===== config.mk =====
export PLATFORM = sky130hd
export DESIGN_NAME = vds_sequencer
export DESIGN_NICKNAME = d
export VERILOG_FILES = /design/src/inc/vds_pkg.sv /design/src/hdl/vds_sequencer.sv
export SDC_FILE = /design/constraint.sdc
export NUM_CORES = 1
export LEC_CHECK = 0
export BUFFER_PORTS_ARGS = -buffer_cell sky130_fd_sc_hd__buf_2
export CORE_MARGIN = 4
export CORE_UTILIZATION = 50
export CTS_CLUSTER_DIAMETER = 150
export DETAILED_ROUTE_END_ITERATION = 10
export PLACE_DENSITY = 0.72
export SETUP_SLACK_MARGIN = 0.5
export SYNTH_ARGS = -nofsm -noshare
export SYNTH_HDL_FRONTEND = slang
export SYNTH_SLANG_ARGS = --single-unit

===== constraint.sdc =====
create_clock -name sys_clk -period 2.3 [get_ports sys_clk]
set_clock_uncertainty 0.05 [all_clocks]
set_input_delay 0.115 -clock sys_clk [delete_from_list [all_inputs] [get_ports sys_clk]]
set_output_delay 0.115 -clock sys_clk [all_outputs]
set_load 0.01 [all_outputs]

===== src/inc/vds_pkg.sv =====
// Constants, timing counts and state type of the video DRAM sequencer
package vds_pkg;

	// ------------------------------------------------------------
	// Clock
	// ------------------------------------------------------------
	localparam int CLK_PERIOD_NS = 4;

	// Figures in tenths of a memory or sequencer clock period; page time in us, refresh interval in ns
	localparam int T_RCD_X10 = 25;
	localparam int T_CAS_LO_X10 = 15;
	localparam int T_CAS_PRE_X10 = 5;
	localparam int T_RP_X10 = 30;
	localparam int T_WE_LEAD_X10 = 5;
	localparam int T_REF_CSR_X10 = 10;
	localparam int T_REF_RAS_X10 = 40;
	localparam int T_REF_RP_X10 = 30;
	localparam int T_REF_CPN_X10 = 20;
	localparam int PAGE_MAX_US = 32;
	localparam int REF_INTERVAL_NS = 15600;

	// Least times round up, never below one cycle
	function automatic int cyc_min(input int x10);
		int c;
		c = (x10 + 9) / 10;
		return (c < 1) ? 1 : c;
	endfunction

	// ------------------------------------------------------------
	// Timer loads (cycles minus one); WE_LEAD is a compare count in whole cycles
	// ------------------------------------------------------------
	localparam logic [3:0] RCD_LD = 4'(cyc_min(T_RCD_X10) - 1);
	localparam logic [3:0] CAS_LO_LD = 4'(cyc_min(T_CAS_LO_X10) - 1);
	localparam logic [3:0] CAS_PRE_LD = 4'(cyc_min(T_CAS_PRE_X10) - 1);
	localparam logic [3:0] RP_LD = 4'(cyc_min(T_RP_X10) - 1);
	localparam logic [3:0] WE_LEAD = 4'(cyc_min(T_WE_LEAD_X10));
	localparam logic [3:0] REF_CSR_LD = 4'(cyc_min(T_REF_CSR_X10) - 1);
	localparam logic [3:0] REF_RAS_LD = 4'(cyc_min(T_REF_RAS_X10) - 1);
	localparam logic [3:0] REF_RP_LD = 4'(cyc_min(T_REF_RP_X10) - 1);
	localparam logic [3:0] REF_END_LD =
		4'(((cyc_min(T_REF_CPN_X10) > cyc_min(T_REF_RP_X10)) ?
		cyc_min(T_REF_CPN_X10) : cyc_min(T_REF_RP_X10)) - 1);

	// Longest page time rounds down
	localparam int PAGE_MAX_CYC = PAGE_MAX_US * 1000 / CLK_PERIOD_NS;
	localparam int PAGE_GUARD = 8;
	localparam int REF_INTERVAL_CYC = REF_INTERVAL_NS / CLK_PERIOD_NS;

	typedef enum logic [3:0] {
		ST_IDLE = 4'h0,
		ST_RAS_ON = 4'h1,
		ST_CAS_ON = 4'h3,
		ST_CAS_OFF = 4'h7,
		ST_PRE = 4'h2,
		ST_REF_CAS = 4'h8,
		ST_REF_RLO = 4'hc,
		ST_REF_RHI = 4'hd,
		ST_REF_END = 4'h4
	} vds_state_t;

endpackage


===== src/hdl/vds_sequencer.sv =====
// Video DRAM cycle sequencer: access, page mode, refresh, straps
`timescale 1ns/100ps

module vds_sequencer #(
	parameter int ROW_W = 9,
	parameter int COL_W = 9,
	parameter int DATA_W = 16,
	parameter int REF_PULSES = 4,
	parameter int PAGE_MAX = vds_pkg::PAGE_MAX_CYC,
	parameter int REF_INTERVAL = vds_pkg::REF_INTERVAL_CYC
) (
	// Clock and reset
	input wire logic sys_clk,
	input wire logic rst_b,
	// Requestor side
	input wire logic req_valid,
	input wire logic req_write,
	input wire logic [ROW_W+COL_W-1:0] req_addr,
	input wire logic [DATA_W-1:0] req_wdata,
	output logic req_ready,
	output logic rd_valid,
	output logic [DATA_W-1:0] rd_data,
	output logic [DATA_W-1:0] strap_cfg,
	// DRAM pins
	output logic dram_ras_n,
	output logic dram_cas_n,
	output logic dram_we_n,
	output logic dram_oe_n,
	output logic [ROW_W-1:0] dram_addr,
	input wire logic [DATA_W-1:0] md_in,
	output logic [DATA_W-1:0] md_out,
	output logic md_oe
);
	import vds_pkg::*;
	localparam int PW = $clog2(PAGE_MAX + 1);
	localparam int RW = $clog2(REF_INTERVAL + 1);
	localparam logic [PW-1:0] PAGE_LIM = PW'(PAGE_MAX - PAGE_GUARD);
	localparam logic [RW-1:0] REF_LD = RW'(REF_INTERVAL - 1);
	localparam logic [2:0] REF_LAST = 3'(REF_PULSES - 1);

	// ------------------------------------------------------------
	// State
	// ------------------------------------------------------------
	vds_state_t state_reg, state_next;
	logic [3:0] tmr_reg, tmr_next;
	logic ras_n_reg, ras_n_next, cas_n_reg, cas_n_next;
	logic we_n_reg, we_n_next, oe_n_reg, oe_n_next;
	logic md_oe_reg, md_oe_next, wr_reg, wr_next;
	logic rd_valid_reg, rd_valid_next, ref_pend_reg, ref_pend_next;
	logic strap_done_reg, strap_done_next;
	logic [ROW_W-1:0] addr_reg, addr_next, row_reg, row_next;
	logic [COL_W-1:0] col_reg, col_next;
	logic [DATA_W-1:0] md_out_reg, md_out_next, wdata_reg, wdata_next;
	logic [DATA_W-1:0] rd_data_reg, rd_data_next, strap_reg, strap_next;
	logic [PW-1:0] page_cnt_reg, page_cnt_next;
	logic [RW-1:0] ref_cnt_reg, ref_cnt_next;
	logic [2:0] ref_num_reg, ref_num_next;
	logic idle_take, page_take, ref_start;
	function automatic logic [ROW_W-1:0] row_of(
		input logic [ROW_W+COL_W-1:0] a);
		return a[ROW_W+COL_W-1:COL_W];
	endfunction
	// ------------------------------------------------------------
	// Request acceptance
	// ------------------------------------------------------------
	// Refresh has priority once the bank is precharged
	assign idle_take = (state_reg == ST_IDLE) && !ref_pend_reg;
	// Same row and direction only, to keep the read command hold
	assign page_take = (state_reg == ST_CAS_ON) && (tmr_reg == 4'h0) &&
		req_valid && !ref_pend_reg && (req_write == wr_reg) &&
		(row_of(req_addr) == row_reg) &&
		(page_cnt_reg < PAGE_LIM);
	assign req_ready = idle_take || page_take;
	assign ref_start = (state_reg == ST_IDLE) && ref_pend_reg;

	// ------------------------------------------------------------
	// Next state
	// ------------------------------------------------------------
	always_comb begin
		state_next = state_reg;
		{tmr_next, page_cnt_next, ref_num_next} =
			{tmr_reg, page_cnt_reg, ref_num_reg};
		{ras_n_next, cas_n_next, we_n_next, oe_n_next, md_oe_next} =
			{ras_n_reg, cas_n_reg, we_n_reg, oe_n_reg, md_oe_reg};
		{addr_next, md_out_next, row_next, col_next} =
			{addr_reg, md_out_reg, row_reg, col_reg};
		{wr_next, wdata_next, rd_data_next} =
			{wr_reg, wdata_reg, rd_data_reg};
		rd_valid_next = 1'b0;
		if (!ras_n_reg && state_reg != ST_REF_RLO) begin
			page_cnt_next = page_cnt_reg + 1'b1;
		end
		case (state_reg)
		ST_IDLE: begin
			if (ref_pend_reg) begin
				state_next = ST_REF_CAS;
				cas_n_next = 1'b0;
				tmr_next = REF_CSR_LD;
				ref_num_next = 3'h0;
			end else if (req_valid) begin
				state_next = ST_RAS_ON;
				ras_n_next = 1'b0;
				addr_next = row_of(req_addr);
				row_next = row_of(req_addr);
				col_next = req_addr[COL_W-1:0];
				wr_next = req_write;
				wdata_next = req_wdata;
				tmr_next = RCD_LD;
				page_cnt_next = '0;
			end
		end
		ST_RAS_ON: begin
			// Row stays on the pins for the first clock only
			addr_next = col_reg;
			if (wr_reg && tmr_reg == WE_LEAD) begin
				we_n_next = 1'b0;
				md_oe_next = 1'b1;
				md_out_next = wdata_reg;
			end
			if (tmr_reg == 4'h0) begin
				state_next = ST_CAS_ON;
				cas_n_next = 1'b0;
				oe_n_next = wr_reg;
				tmr_next = CAS_LO_LD;
			end else begin
				tmr_next = tmr_reg - 1'b1;
			end
		end
		ST_CAS_ON: begin
			if (tmr_reg != 4'h0) begin
				tmr_next = tmr_reg - 1'b1;
			end else begin
				if (!wr_reg) begin
					// Data sampled two clocks after CAS and OE fall
					rd_valid_next = 1'b1;
					rd_data_next = md_in;
				end
				// Write data and WE held through the CAS low
				cas_n_next = 1'b1;
				oe_n_next = 1'b1;
				we_n_next = 1'b1;
				md_oe_next = 1'b0;
				if (page_take) begin
					state_next = ST_CAS_OFF;
					col_next = req_addr[COL_W-1:0];
					addr_next = req_addr[COL_W-1:0];
					tmr_next = CAS_PRE_LD;
					if (wr_reg) begin
						we_n_next = 1'b0;
						md_oe_next = 1'b1;
						md_out_next = req_wdata;
					end
				end else begin
					state_next = ST_PRE;
					ras_n_next = 1'b1;
					tmr_next = RP_LD;
				end
			end
		end
		ST_CAS_OFF: begin
			if (tmr_reg == 4'h0) begin
				state_next = ST_CAS_ON;
				cas_n_next = 1'b0;
				oe_n_next = wr_reg;
				tmr_next = CAS_LO_LD;
			end else begin
				tmr_next = tmr_reg - 1'b1;
			end
		end
		ST_PRE: begin
			if (tmr_reg == 4'h0) begin
				state_next = ST_IDLE;
			end else begin
				tmr_next = tmr_reg - 1'b1;
			end
		end
		ST_REF_CAS, ST_REF_RHI: begin
			if (tmr_reg == 4'h0) begin
				state_next = ST_REF_RLO;
				ras_n_next = 1'b0;
				tmr_next = REF_RAS_LD;
			end else begin
				tmr_next = tmr_reg - 1'b1;
			end
		end
		ST_REF_RLO: begin
			if (tmr_reg == 4'h0) begin
				ras_n_next = 1'b1;
				ref_num_next = ref_num_reg + 1'b1;
				if (ref_num_reg == REF_LAST) begin
					state_next = ST_REF_END;
					cas_n_next = 1'b1;
					tmr_next = REF_END_LD;
				end else begin
					state_next = ST_REF_RHI;
					tmr_next = REF_RP_LD;
				end
			end else begin
				tmr_next = tmr_reg - 1'b1;
			end
		end
		ST_REF_END: begin
			if (tmr_reg == 4'h0) begin
				state_next = ST_IDLE;
			end else begin
				tmr_next = tmr_reg - 1'b1;
			end
		end
		default: begin
			state_next = ST_IDLE;
			ras_n_next = 1'b1;
			cas_n_next = 1'b1;
			we_n_next = 1'b1;
			oe_n_next = 1'b1;
			md_oe_next = 1'b0;
		end
		endcase
	end
	// Refresh timer; a new tick wins over the start of a burst
	always_comb begin
		ref_cnt_next = ref_cnt_reg - 1'b1;
		ref_pend_next = ref_pend_reg && !ref_start;
		if (ref_cnt_reg == '0) begin
			ref_cnt_next = REF_LD;
			ref_pend_next = 1'b1;
		end
	end
	// Straps taken on the first clock after reset release
	always_comb begin
		strap_done_next = 1'b1;
		strap_next = strap_done_reg ? strap_reg : md_in;
	end

	// ------------------------------------------------------------
	// Registers
	// ------------------------------------------------------------
	always_ff @(posedge sys_clk or negedge rst_b) begin
		if (!rst_b) begin
			state_reg <= ST_IDLE;
			{tmr_reg, page_cnt_reg, ref_num_reg} <= '0;
			{ras_n_reg, cas_n_reg, we_n_reg, oe_n_reg} <= 4'hf;
			{md_oe_reg, addr_reg, md_out_reg} <= '0;
			{row_reg, col_reg, wr_reg, wdata_reg} <= '0;
			{rd_valid_reg, rd_data_reg} <= '0;
			{ref_pend_reg, strap_reg, strap_done_reg} <= '0;
			ref_cnt_reg <= REF_LD;
		end else begin
			state_reg <= state_next;
			{tmr_reg, page_cnt_reg, ref_num_reg} <=
				{tmr_next, page_cnt_next, ref_num_next};
			{ras_n_reg, cas_n_reg, we_n_reg, oe_n_reg} <=
				{ras_n_next, cas_n_next, we_n_next, oe_n_next};
			{md_oe_reg, addr_reg, md_out_reg} <=
				{md_oe_next, addr_next, md_out_next};
			{row_reg, col_reg, wr_reg, wdata_reg} <=
				{row_next, col_next, wr_next, wdata_next};
			{rd_valid_reg, rd_data_reg} <=
				{rd_valid_next, rd_data_next};
			{ref_cnt_reg, ref_pend_reg} <= {ref_cnt_next, ref_pend_next};
			{strap_reg, strap_done_reg} <= {strap_next, strap_done_next};
		end
	end

	assign {dram_ras_n, dram_cas_n} = {ras_n_reg, cas_n_reg};
	assign {dram_we_n, dram_oe_n} = {we_n_reg, oe_n_reg};
	assign dram_addr = addr_reg;
	assign {md_out, md_oe} = {md_out_reg, md_oe_reg};
	assign {rd_valid, rd_data} = {rd_valid_reg, rd_data_reg};
	assign strap_cfg = strap_reg;
endmodule


# After elaboration in Yosys (flattened, before gate mapping)
# Index checks and enable logic that the tools add are counted.
# op_classes
addsub,4
order_cmp,1
n_eq_ne,28
n_mux,67
n_bitwise,7
reduce_logical,43
# ops
cell,count
two-way mux 16 bit,4
two-way mux 4 bit,15
two-way mux 9 bit,6
two-way mux 13 bit,4
one-hot mux 4 bit (6 select lines),2
one-hot mux 16 bit (2 select lines),1
one-hot mux 9 bit (3 select lines),1
"!= test 2 bit, second input constant",12
two-way mux 1 bit,22
one-hot mux 9 bit (2 select lines),1
AND reduction 3 bit,6
AND reduction 5 bit,3
"adder 13 x 1 -> 13 bit, second input constant",1
"less-than comparator 13 bit, second input constant",1
"equality test 4 bit, second input constant",3
zero test 12 bit,1
two-way mux 12 bit,1
AND reduction 6 bit,2
"subtractor 12 x 1 -> 12 bit, second input constant",1
logical AND 1 bit,11
one-hot mux 1 bit (5 select lines),2
equality test 9 bit,1
two-way mux 3 bit,3
one-hot mux 1 bit (3 select lines),3
other kinds (25),43
# word_totals
ff_bits,136

# Depth between registers and ports, before layout
# Gate-level depths: netlist (run 1).
# logic_depth
depth_word,10
depth_mapped,10
mapped_depth_nobuf,8

# Worst setup path after synthesis (run 1)
# Ideal clock, no wire load.
# synth_path
path_type,reg-to-reg
start,reg tmr_reg[0]
end,reg addr_reg[0] (netlist: dram_addr[0])
setup_time_ps,125
arrival_ps,2046
setup_slack_ps,79
stages_incl_launch_ff,10
path_buffers,1
synth_period_minus_slack_ps,2221
path_cell_list,dfrtp_1 inv_1 ha_1 nor3b_1 nand2_1 nor2_1 nand2_1 a21o_1 buf_6 mux2_4
# synth_between
elab_chain_len,9
elab_cells_between_ends,11
# synth_rtl
item,line_no,rtl
"start, declared",vds_sequencer.sv:45,"logic [3:0] tmr_reg, tmr_next;"
"start signal, assigned",vds_sequencer.sv:249,"{tmr_reg, page_cnt_reg, ref_num_reg} <="
zero test 4 bit,vds_sequencer.sv:69,assign page_take = (state_reg == ST_CAS_ON) && (tmr_reg == 4'h0) &&
logical AND 1 bit (2 in a row),vds_sequencer.sv:69,
logical AND 1 bit (3 in a row),vds_sequencer.sv:70,req_valid && !ref_pend_reg && (req_write == wr_reg) &&
logical AND 1 bit,vds_sequencer.sv:71,(row_of(req_addr) == row_reg) &&
!= test 2 bit (no line),-,
AND reduction 5 bit (no line) (*),-,
"end signal, assigned",vds_sequencer.sv:253,"{md_oe_reg, addr_reg, md_out_reg} <="
"end, declared",vds_sequencer.sv:51,"logic [ROW_W-1:0] addr_reg, addr_next, row_reg, row_next;"
# Mark *: on every way between the ends. The rest lies on a longest branch, timed or not.
# A chain may end at the register's enable or synchronous reset.

# Worst setup path in the final report (run 1)
# layout_path
start,reg tmr_reg[1]
end,out req_ready
# layout_between
elab_chain_len,8
# layout_rtl
item,line_no,rtl
zero test 4 bit,vds_sequencer.sv:69,
logical AND 1 bit (2 in a row),vds_sequencer.sv:69,
logical AND 1 bit (3 in a row),vds_sequencer.sv:70,
logical AND 1 bit,vds_sequencer.sv:71,
logical OR 1 bit,vds_sequencer.sv:73,assign req_ready = idle_take || page_take;
"end, declared",vds_sequencer.sv:20,"output logic req_ready,"
# No other way between the ends.

==> flow_summary_export.csv, run 1 <==
group,metric,value,unit
clock_tree,clock_sinks,136,
routing,vias,5748,
routing,routed.top_layer,"met4",
timing,grt_setup_unrepaired,"yes",
routing,wl,19100,um
global_route,grt_pass1_vias,5788,
worst_setup_path,crit_type,"flip-flop to output port",
floorplanning,rows,41,
layout,fill_cells,844,
layout,drive_gt1_frac,0.422,
yosys,yosysUniqueCellTypes,58,
yosys,synthTopCellsByCount,"dfrtp_1 (123), nand2_1 (108), nor2_1 (45), mux2_2 (41), a21oi_1 (24)",
flow_run,cap_violations,0,
yosys,async_flop_share,1.00,
worst_setup_path,cpPeakStageDelay,0.40,ns
clock_tree,h-tree-depth,4,
timing,period_needed,2.27,ns
timing,post-route-period-util,0.987,
yosys,synth.avg_cell_area,10.5,um2
min_path,hp-start,"req_addr[16]",
clock_tree,cts_made_buffers,17,
worst_setup_path,rr_endpoint,"tmr_reg[1]",
global_route,grt_pass1_wl,29500,um
layout,layoutNonFillerInstCount,1035,
outcome,outcome,"completed",
yosys,netlist_area,0.00643,mm2
floorplanning,die_w,121,um
worst_setup_path,worstReg2RegStart,"tmr_reg[1]",
yosys,synth_edf_count,0,
worst_setup_path,cp.required,2.13,ns
timing,fmax,0.440,GHz
floorplanning,core-area,0.0126,mm2
worst_setup_path,rr_worst_depth,11,
layout,syn2layout_area_growth,47.2,%
layout,multi_input_area,0.00324,mm2
clock_tree,cts_root_buffer,"clkbuf_16",
worst_setup_path,startpoint_type,"flip-flop",
floorplanning,die_h,121,um
routing,wl_met2,9550,um
floorplanning,start_util,0.509,
global_route,grt_max_degree,70,
power,power_density,1300,mW/mm2
yosys,ys_seq_area_frac,0.532,
timing,whs,0.0914,ns
worst_setup_path,crit_family,"simple AND/OR/NAND/NOR gates",
floorplanning,io_pins,118,
clock_tree,cts_buffer_depth,2,
routing,route.met3.wl,1230,um
power,leakage,4.47,nW
power,ir_worst_vdd,0.000773,V
layout,seqCellArea,0.00342,mm2
yosys,synthTopCellsByArea,"dfrtp_1 (48%), mux2_2 (7.2%), nand2_1 (6.3%)",
routing,drtIter0Drc,462,
routing,vias_per_cell,5.55,
timing,slew_headroom,0.545,
yosys,synth_flop_cell,"dfrtp_1",
layout,diodes,0,
yosys,yosysMostFrequentCell,"dfrtp_1",
placed_design,dp_cells,900,
timing,hold_viol,0,
placed_design,gp_congestion,0.962,
routing,wl_met1,7760,um
worst_setup_path,path_common_cell,"nand2_2",
worst_setup_path,cp_data_arrival_time,2.11,ns
global_route,antenna_found_initial,0,
min_path,worst_hold_path.endpoint,"dram_addr[7]",
timing,setup_viol_count_final,0,
clock_tree,clock_latency,0.43,ns
global_route,track_usage,0.253,
routing,firstDrtPassIters,6,
placed_design,dp_hpwl,10800,um
worst_setup_path,path_max_fanout,3,
worst_setup_path,rrSetupSlack,0.04,ns
worst_setup_path,cp_slowest_cell,"dfrtp_1",
clock_tree,cts_tree,"done",
yosys,synthesis.nets,676,
global_route,grt_overflow,0,
yosys,synth_seq_cells,136,
timing,drv_slew,0,
worst_setup_path,cp-end-kind,"output port",
layout,fin_nets,911,
floorplanning,die-area,0.0147,mm2
yosys,synth_top_cell_by_area,"dfrtp_1",
min_path,min_path_type,"input port to flip-flop",
worst_setup_path,path_cells,"inv_2, ha_4, nor3b_4, nand2_2, nor2_4, nand2_2, buf_12, o21ai_2, buf_2",
yosys,netlist_instances,615,
yosys,synth_warnings,0,
routing,drtAntennaViolNets,0,
min_path,hold_path_depth,4,
worst_setup_path,crit_buf_inv,3,
routing,post_drt_wl_per_cell,18.4,um
routing,drc,0,
yosys,synth_top_area_frac,0.479,
timing,worst_pin_slew,0.683,ns
placed_design,port_buffers,117,
timing,totalNegativeSetupSlack,0,ns
clock_tree,path_clk_slew,0.07,ns
metrics by stage:
| step | power (mW) | setup slack (ns) | instance area [um2] | util |
|---|---|---|---|---|
| after detailed placement | 8.23 | 0.0697 | 7420 | 0.588 |
| after global placement | 8.11 | 0.140 | 7420 | 0.588 |
| after CTS | 11.8 | 0.0340 | 9160 | 0.726 |
| final | 12.3 | 0.0297 | 9460 | 0.750 |
| after floorplan | 6.85 | 0.325 | 6560 | - |
| after global routing | 13.0 | -0.0283 | 9460 | 0.750 |
layout by cell type, fill, tap and decap left out, types with 13 or more instances in the layout:
master         count
buf_4             55
a21oi_1           23
mux2_2            32
buf_6             17
dfrtp_1          122
dfstp_2           13
inv_1             13
mux2_4            18
clkbuf_16         19
nor2_1            38
nand2_1          101
buf_2            116
dlygate4sd3_1     52
xnor2_1           22
worst min-delay path: cells and delay by family:
kind,cells,cell delay [ns]
AOI/OAI and AO/OA,1,0.10
buffers and inverters,1,0.12
muxes,1,0.14
and+or+nand+nor,1,0.05
kinds of logic after synthesis:
kind of cell               Yosys count  synth area share
muxes                               62             0.112
AOI/OAI and AO/OA                  110             0.114
adders and majority gates            7            0.0136
buffers and inverters               50            0.0341
xor gates and xnor gates            31            0.0422
DFF                                136             0.532
and+or+nand+nor                    218             0.152
other                                1          0.000583
worst max-delay path by stage:
stage                                from            to  slack, ns  cells past startpoint
after floorplan           page_cnt_reg[4]  dram_addr[0]       0.32                      7
after global placement         tmr_reg[0]  dram_addr[3]       0.14                      8
after detailed placement       tmr_reg[0]  dram_addr[4]       0.07                      8
after CTS                 page_cnt_reg[3]     req_ready       0.03                      7
after global routing           tmr_reg[1]     req_ready      -0.03                      9
final                          tmr_reg[1]     req_ready       0.03                      9
metal layers:
layer / vias up / GRT usage
met4: 0 / 0.0987
met1: 2823 / 0.331
met5: - / 0
li1: 2611 / -
met3: 58 / 0.0555
met2: 256 / 0.411
final cells by class:
cell class,count,area share
inverters,15,0.00595
multi-input cells,430,0.343
repair buffers,250,0.203
flip-flops and latches,136,0.362
clock inverters,12,0.0148
well taps,172,0.0227
clock buffers,20,0.0493
what timing repair did:
item                                   4_1_cts  5_1_grt
hold buffers                                52        0
gates resized for setup                     80       31
cloned                                       5        2
setup endpoints to repair                  115      117
endpoints found under the hold margin      138        0
buffers inserted                            29       15
pin swaps                                   20       24
power breakdown:
part           total, mW  switching, mW  internal, mW
registers           3.91          0.617          3.29
logic               5.64           2.80          2.84
clock network       2.78           1.08          1.70
total               12.3           4.50          7.82
Note: power is estimated with default switching activity, not from simulation.
==> run 2, diff against run 1 <==
Settings changed: ABC_AREA from default to 1, PLACE_DENSITY 0.72 to 0.69, SKIP_LAST_GASP from default to 1.
Clock period 2.3 ns to 2.6 ns, I/O delays scaled along.
==> run 2 against run 1 <==
Flip-flop and latch count stayed put. Critical path depth stayed put. Largest cell class unchanged. Synthesized cell count is 27% higher. Global-route usage is 2.7 points lower. Combinational power is 35% lower. Hold slack better by 0.069 ns. Highest routed layer unchanged. Routed wire length is 17% lower. Clock power is 13% lower. Die area is 0.18% lower. Non-clock buffer count is 68 lower. Design area is 11% lower.
==> flow_summary_export.csv, run 2 <==
group,metric,value,unit
layout,fin_nets,1021,
floorplanning,die_h,121,um
timing,drv_slew,0,
worst_setup_path,cpPeakStageDelay,0.40,ns
routing,drtIter0Drc,435,
yosys,synth_warnings,0,
global_route,track_usage,0.226,
timing,fmax,0.490,GHz
floorplanning,rows,41,
clock_tree,cts_made_buffers,17,
worst_setup_path,cp_slowest_cell,"dfrtp_1",
routing,vias,5707,
worst_setup_path,crit_type,"flip-flop to output port",
yosys,yosysMostFrequentCell,"nand2_1",
power,ir_worst_vdd,0.000616,V
clock_tree,clock_sinks,136,
timing,setup_viol_count_final,0,
yosys,async_flop_share,1.00,
power,leakage,4.34,nW
floorplanning,die_w,121,um
yosys,synth_seq_cells,136,
floorplanning,die-area,0.0147,mm2
placed_design,dp_cells,1052,
outcome,outcome,"completed",
timing,grt_setup_unrepaired,"yes",
clock_tree,cts_tree,"done",
timing,post-route-period-util,0.786,
worst_setup_path,cp-end-kind,"output port",
placed_design,port_buffers,117,
power,power_density,1120,mW/mm2
global_route,antenna_found_initial,0,
timing,hold_viol,0,
worst_setup_path,crit_family,"simple AND/OR/NAND/NOR gates",
layout,layoutNonFillerInstCount,1145,
routing,drc,0,
layout,mostFrequentLayoutCells,"nand2_1 (200), dfrtp_1 (123), buf_2 (116)",
routing,firstDrtPassIters,5,
routing,drtAntennaViolNets,0,
yosys,netlist_area,0.00641,mm2
worst_setup_path,cp.required,2.42,ns
global_route,grt_pass1_vias,5591,
timing,period_needed,2.04,ns
yosys,netlist_instances,780,
layout,diodes,0,
global_route,grt_overflow,0,
timing,worst_pin_slew,0.879,ns
power,finalPower,9.38,mW
routing,vias_per_cell,4.98,
placed_design,post_dp_cell_area,0.00717,mm2
global_route,grt_max_degree,75,
flow_run,cap_violations,0,
worst_setup_path,cp_data_arrival_time,1.86,ns
layout,final_common_cell,"nand2_1",
yosys,ys_seq_area_frac,0.533,
yosys,synth.avg_cell_area,8.22,um2
yosys,synth_edf_count,0,
floorplanning,io_pins,118,
clock_tree,cts_root_buffer,"clkbuf_16",
yosys,yosysUniqueCellTypes,43,
placed_design,gp_congestion,0.897,
clock_tree,cts_buffer_depth,2,
yosys,synth_flop_cell,"dfrtp_1",
layout,syn2layout_area_growth,30.9,%
worst_setup_path,path_cells,"inv_2, ha_2, nand3_1, nor2_2, nand2_1, nor2_4, nand3_4, nand2_2, buf_2",
min_path,min_path_type,"input port to asynchronous set/reset pin",
placed_design,dp_hpwl,10700,um
yosys,synthTopCellsByCount,"nand2_1 (201), dfrtp_1 (123), inv_1 (105), o21ai_0 (86), nor2_1 (72)",
clock_tree,h-tree-depth,4,
clock_tree,path_clk_slew,0.06,ns
routing,post_drt_wl_per_cell,13.9,um
yosys,synth_top_cell_by_area,"dfrtp_1",
yosys,synthTopCellsByArea,"dfrtp_1 (48%), nand2_1 (12%), o21ai_0 (6.7%)",
layout,final_cell_area,0.00840,mm2
worst_setup_path,startpoint_type,"flip-flop",
global_route,grt_pass1_wl,26400,um
floorplanning,core-area,0.0126,mm2
floorplanning,start_util,0.510,
routing,wl,15900,um
worst_setup_path,crit_buf_inv,2,
timing,totalNegativeSetupSlack,0,ns
yosys,synthesis.nets,841,
yosys,synth_top_area_frac,0.480,
clock_tree,clock_latency,0.42,ns
layout,drive_gt1_frac,0.223,
timing,slew_headroom,0.414,
worst_setup_path,path_max_fanout,5,
## run 2: logic make-up (layout without fill, tap and decap cells)
logic type / after synthesis / in the layout / share of synthesized area
AND/OR/NAND/NOR: 324 / 326 / 0.217
AO/OA/AOI/OAI: 167 / 167 / 0.141
buffers and inverters: 138 / 329 / 0.0854
flip-flops: 136 / 136 / 0.533
adder cells (fa/ha/maj): 7 / 7 / 0.0137
XOR/XNOR: 7 / 7 / 0.00956
other: 1 / 1 / 0.000585
## run 2: path summary, 6_finish.rpt
path	start	to	slack, ns	cells past startpoint
min	rst_b	dram_addr[2]	0.16	2
min in group sys_clk	req_valid	state_reg[1]	0.18	4
max	tmr_reg[0]	req_ready	0.56	9
max in group asynchronous	rst_b	dram_we_n	1.56	3
min reg2reg	ref_cnt_reg[0]	ref_cnt_reg[0]	0.42	1
max reg2reg	tmr_reg[0]	dram_addr[1]	0.63	12
## run 2: area by class of cell
type	count	area, um2
tap	172	215
timing repair buffer	182	1230
clock buffer	18	439
multi-input combinational	508	2480
fill	1039	4170
inverter	115	447
sequential	136	3420
clock inverter	14	160
## run 2: report_power, final
| group | total, mW | switching [mW] | internal (mW) |
|---|---|---|---|
| Sequential | 3.30 | 0.439 | 2.86 |
| Combinational | 3.66 | 2.30 | 1.36 |
| Clock | 2.42 | 0.959 | 1.46 |
| Total | 9.38 | 3.70 | 5.68 |
## run 2: per-stage QoR
| stage | setup slack [ns] | util | hold WS, ns |
|---|---|---|---|
| 4_1_cts | 0.509 | 0.661 | 0.153 |
| 5_1_grt | 0.462 | 0.668 | 0.203 |
| 6_report | 0.557 | 0.668 | 0.161 |
| 3_5_place_dp | 0.495 | 0.570 | 0.0721 |
| 3_3_place_gp | 0.620 | 0.570 | 0.0707 |
| 2_1_floorplan | 0.755 | - | -0.216 |
## run 2: repair_timing
action | CTS | global route
cloned | 0 | 2
hold buffers | 52 | 0
hold endpoints to repair | 105 | 0
resized for setup | 2 | 11
pin swaps | 0 | 1
buffers inserted | 2 | 5
setup endpoints to repair | 7 | 32
## run 2: routing by layer
layer,GRT usage,vias up,share of wire
met1,0.290,2685,0.43
met2,0.374,155,0.50
met5,0,-,0
met4,0.0854,0,0.020
li1,-,2840,-
met3,0.0527,27,0.052
==> run 3, diff against run 2 <==
Settings changed: PLACE_DENSITY 0.69 to 0.72.
Clock period 2.6 ns to 1.7 ns, I/O delays scaled along.
==> run 3 against run 2 <==
Routed wire length is 31% higher. Largest power group unchanged. Critical path depth is 3 higher. Design area is 22% higher. Clock power is 46% higher. Clock-buffer cell count is 4 higher. Final cell count is 8.6% higher. Via count is 14% higher. Register-to-register slack worse by 0.87 ns. Total power is 89% higher. Setup slack worse by 0.80 ns. The run now ends with negative setup slack left.
==> flow_summary_export.csv, run 3 (synthesis results as in run 2) <==
group,metric,value,unit
floorplanning,start_util,0.510,
clock_tree,path_clk_slew,0.06,ns
layout,drive_gt1_frac,0.428,
power,leakage,5.11,nW
worst_setup_path,path_max_fanout,6,
placed_design,port_buffers,117,
clock_tree,cts_tree,"done",
routing,wl_met2,10800,um
global_route,grt_pass1_vias,6319,
timing,setup_viol_count_final,80,
global_route,track_usage,0.264,
worst_setup_path,cp-end-kind,"flip-flop",
routing,wl_met1,8280,um
floorplanning,die_w,121,um
global_route,grt_pass1_wl,30300,um
clock_tree,clock_latency,0.43,ns
timing,totalNegativeSetupSlack,-10.36,ns
routing,drtIter0Drc,415,
timing,whs,0.102,ns
clock_tree,cts_made_buffers,17,
layout,fill_cells,741,
floorplanning,core-area,0.0126,mm2
power,ir_worst_vdd,0.00101,V
routing,route.met3.wl,1080,um
placed_design,post_dp_cell_area,0.00789,mm2
timing,post-route-period-util,1.14,
layout,fin_nets,1120,
routing,routed.top_layer,"met5",
timing,fmax,0.514,GHz
global_route,antenna_found_initial,2,
min_path,min_path_type,"input port to asynchronous set/reset pin",
layout,mostFrequentLayoutCells,"nand2_1 (150), dfrtp_1 (121), buf_2 (111)",
power,power_density,1740,mW/mm2
worst_setup_path,cp.required,1.97,ns
layout,diodes,0,
floorplanning,io_pins,118,
clock_tree,cts_root_buffer,"clkbuf_16",
worst_setup_path,crit_type,"flip-flop to flip-flop",
clock_tree,clock_sinks,136,
floorplanning,rows,41,
layout,post-route-util,0.812,
worst_setup_path,startpoint_type,"flip-flop",
layout,final_common_cell,"nand2_1",
power,finalPower,17.7,mW
clock_tree,h-tree-depth,4,
clock_tree,cts_buffer_depth,2,
timing,period_needed,1.94,ns
placed_design,dp_hpwl,11600,um
timing,drv_slew,0,
routing,drc,0,
layout,final_cell_area,0.0102,mm2
timing,grt_setup_unrepaired,"yes",
timing,hold_viol,0,
outcome,violations,"negative setup slack",
global_route,grt_overflow,0,
placed_design,gp_congestion,0.861,
routing,wl,20900,um
routing,vias,6513,
timing,layout_setup_ws,-0.244,ns
routing,drtAntennaViolNets,0,
worst_setup_path,crit_start,"state_reg[3]",
global_route,grt_max_degree,45,
routing,post_drt_wl_per_cell,16.8,um
outcome,outcome,"finished, violations left",
flow_run,cap_violations,0,
layout,syn2layout_area_growth,59.1,%
worst_setup_path,worstReg2RegStart,"state_reg[3]",
floorplanning,die-area,0.0147,mm2
floorplanning,die_h,121,um
routing,firstDrtPassIters,5,
routing,vias_per_cell,5.24,
worst_setup_path,cp_data_arrival_time,2.21,ns
[run 3: final timing paths]
kind / end / cells past startpoint / slack, ns
worst max-delay path: md_out[0] / 12 / -0.24
worst min-delay path: state_reg[1] / 2 / 0.10
worst max register to register: md_out[0] / 12 / -0.24
worst min register to register: ref_num_reg[0] / 1 / 0.42
max in group asynchronous: strap_done_reg / 3 / 0.89
min in group sys_clk: state_reg[3] / 5 / 0.14
[run 3: report_power, final]
part	switching [mW]	internal, mW
sequential	0.749	4.40
combinational	5.04	4.00
clock	1.44	2.09
total	7.23	10.5
[run 3: through the flow]
step | cells | setup slack, ns
after floorplan | 780 | -0.0277
after global placement | 1112 | -0.0577
after detailed placement | 1112 | -0.0995
after CTS | 1215 | -0.172
after global routing | 1244 | -0.327
final | 1244 | -0.244
[run 3: final cells by class]
type | count | area, um2 | share of cell area
inverters | 115 | 457 | 0.0448
clock inverters | 10 | 96.3 | 0.00944
clock buffers | 22 | 464 | 0.0455
repair buffers | 280 | 2340 | 0.229
multi-input cells | 509 | 3210 | 0.315
well taps | 172 | 215 | 0.0211
flip-flops and latches | 136 | 3420 | 0.335
[run 3: what timing repair did]
item,CTS,global route
resized for setup,29,187
pin swaps,7,45
gates cloned,5,7
endpoints found under the hold margin,216,0
setup buffers,14,22
setup endpoints to repair,123,124
hold buffers,52,0
[run 3: routing by layer]
metal / GRT usage / vias to the layer above
met5: 0 / -
met4: 0.110 / 4
met3: 0.0727 / 68
met2: 0.449 / 224
met1: 0.316 / 3172
li1: - / 3045
[run 3: worst max-delay path, stage by stage (launching register included)]
cell	delay (ns)
dfrtp_1	0.42
nor2_4	0.20
nand2_4	0.10
nor2_4	0.08
nand2_2	0.06
nor2_4	0.13
nand3_4	0.09
buf_6	0.15
nand2_8	0.08
nand3_4	0.16
clkbuf_16	0.22
nand2_2	0.05
nand2_1	0.05
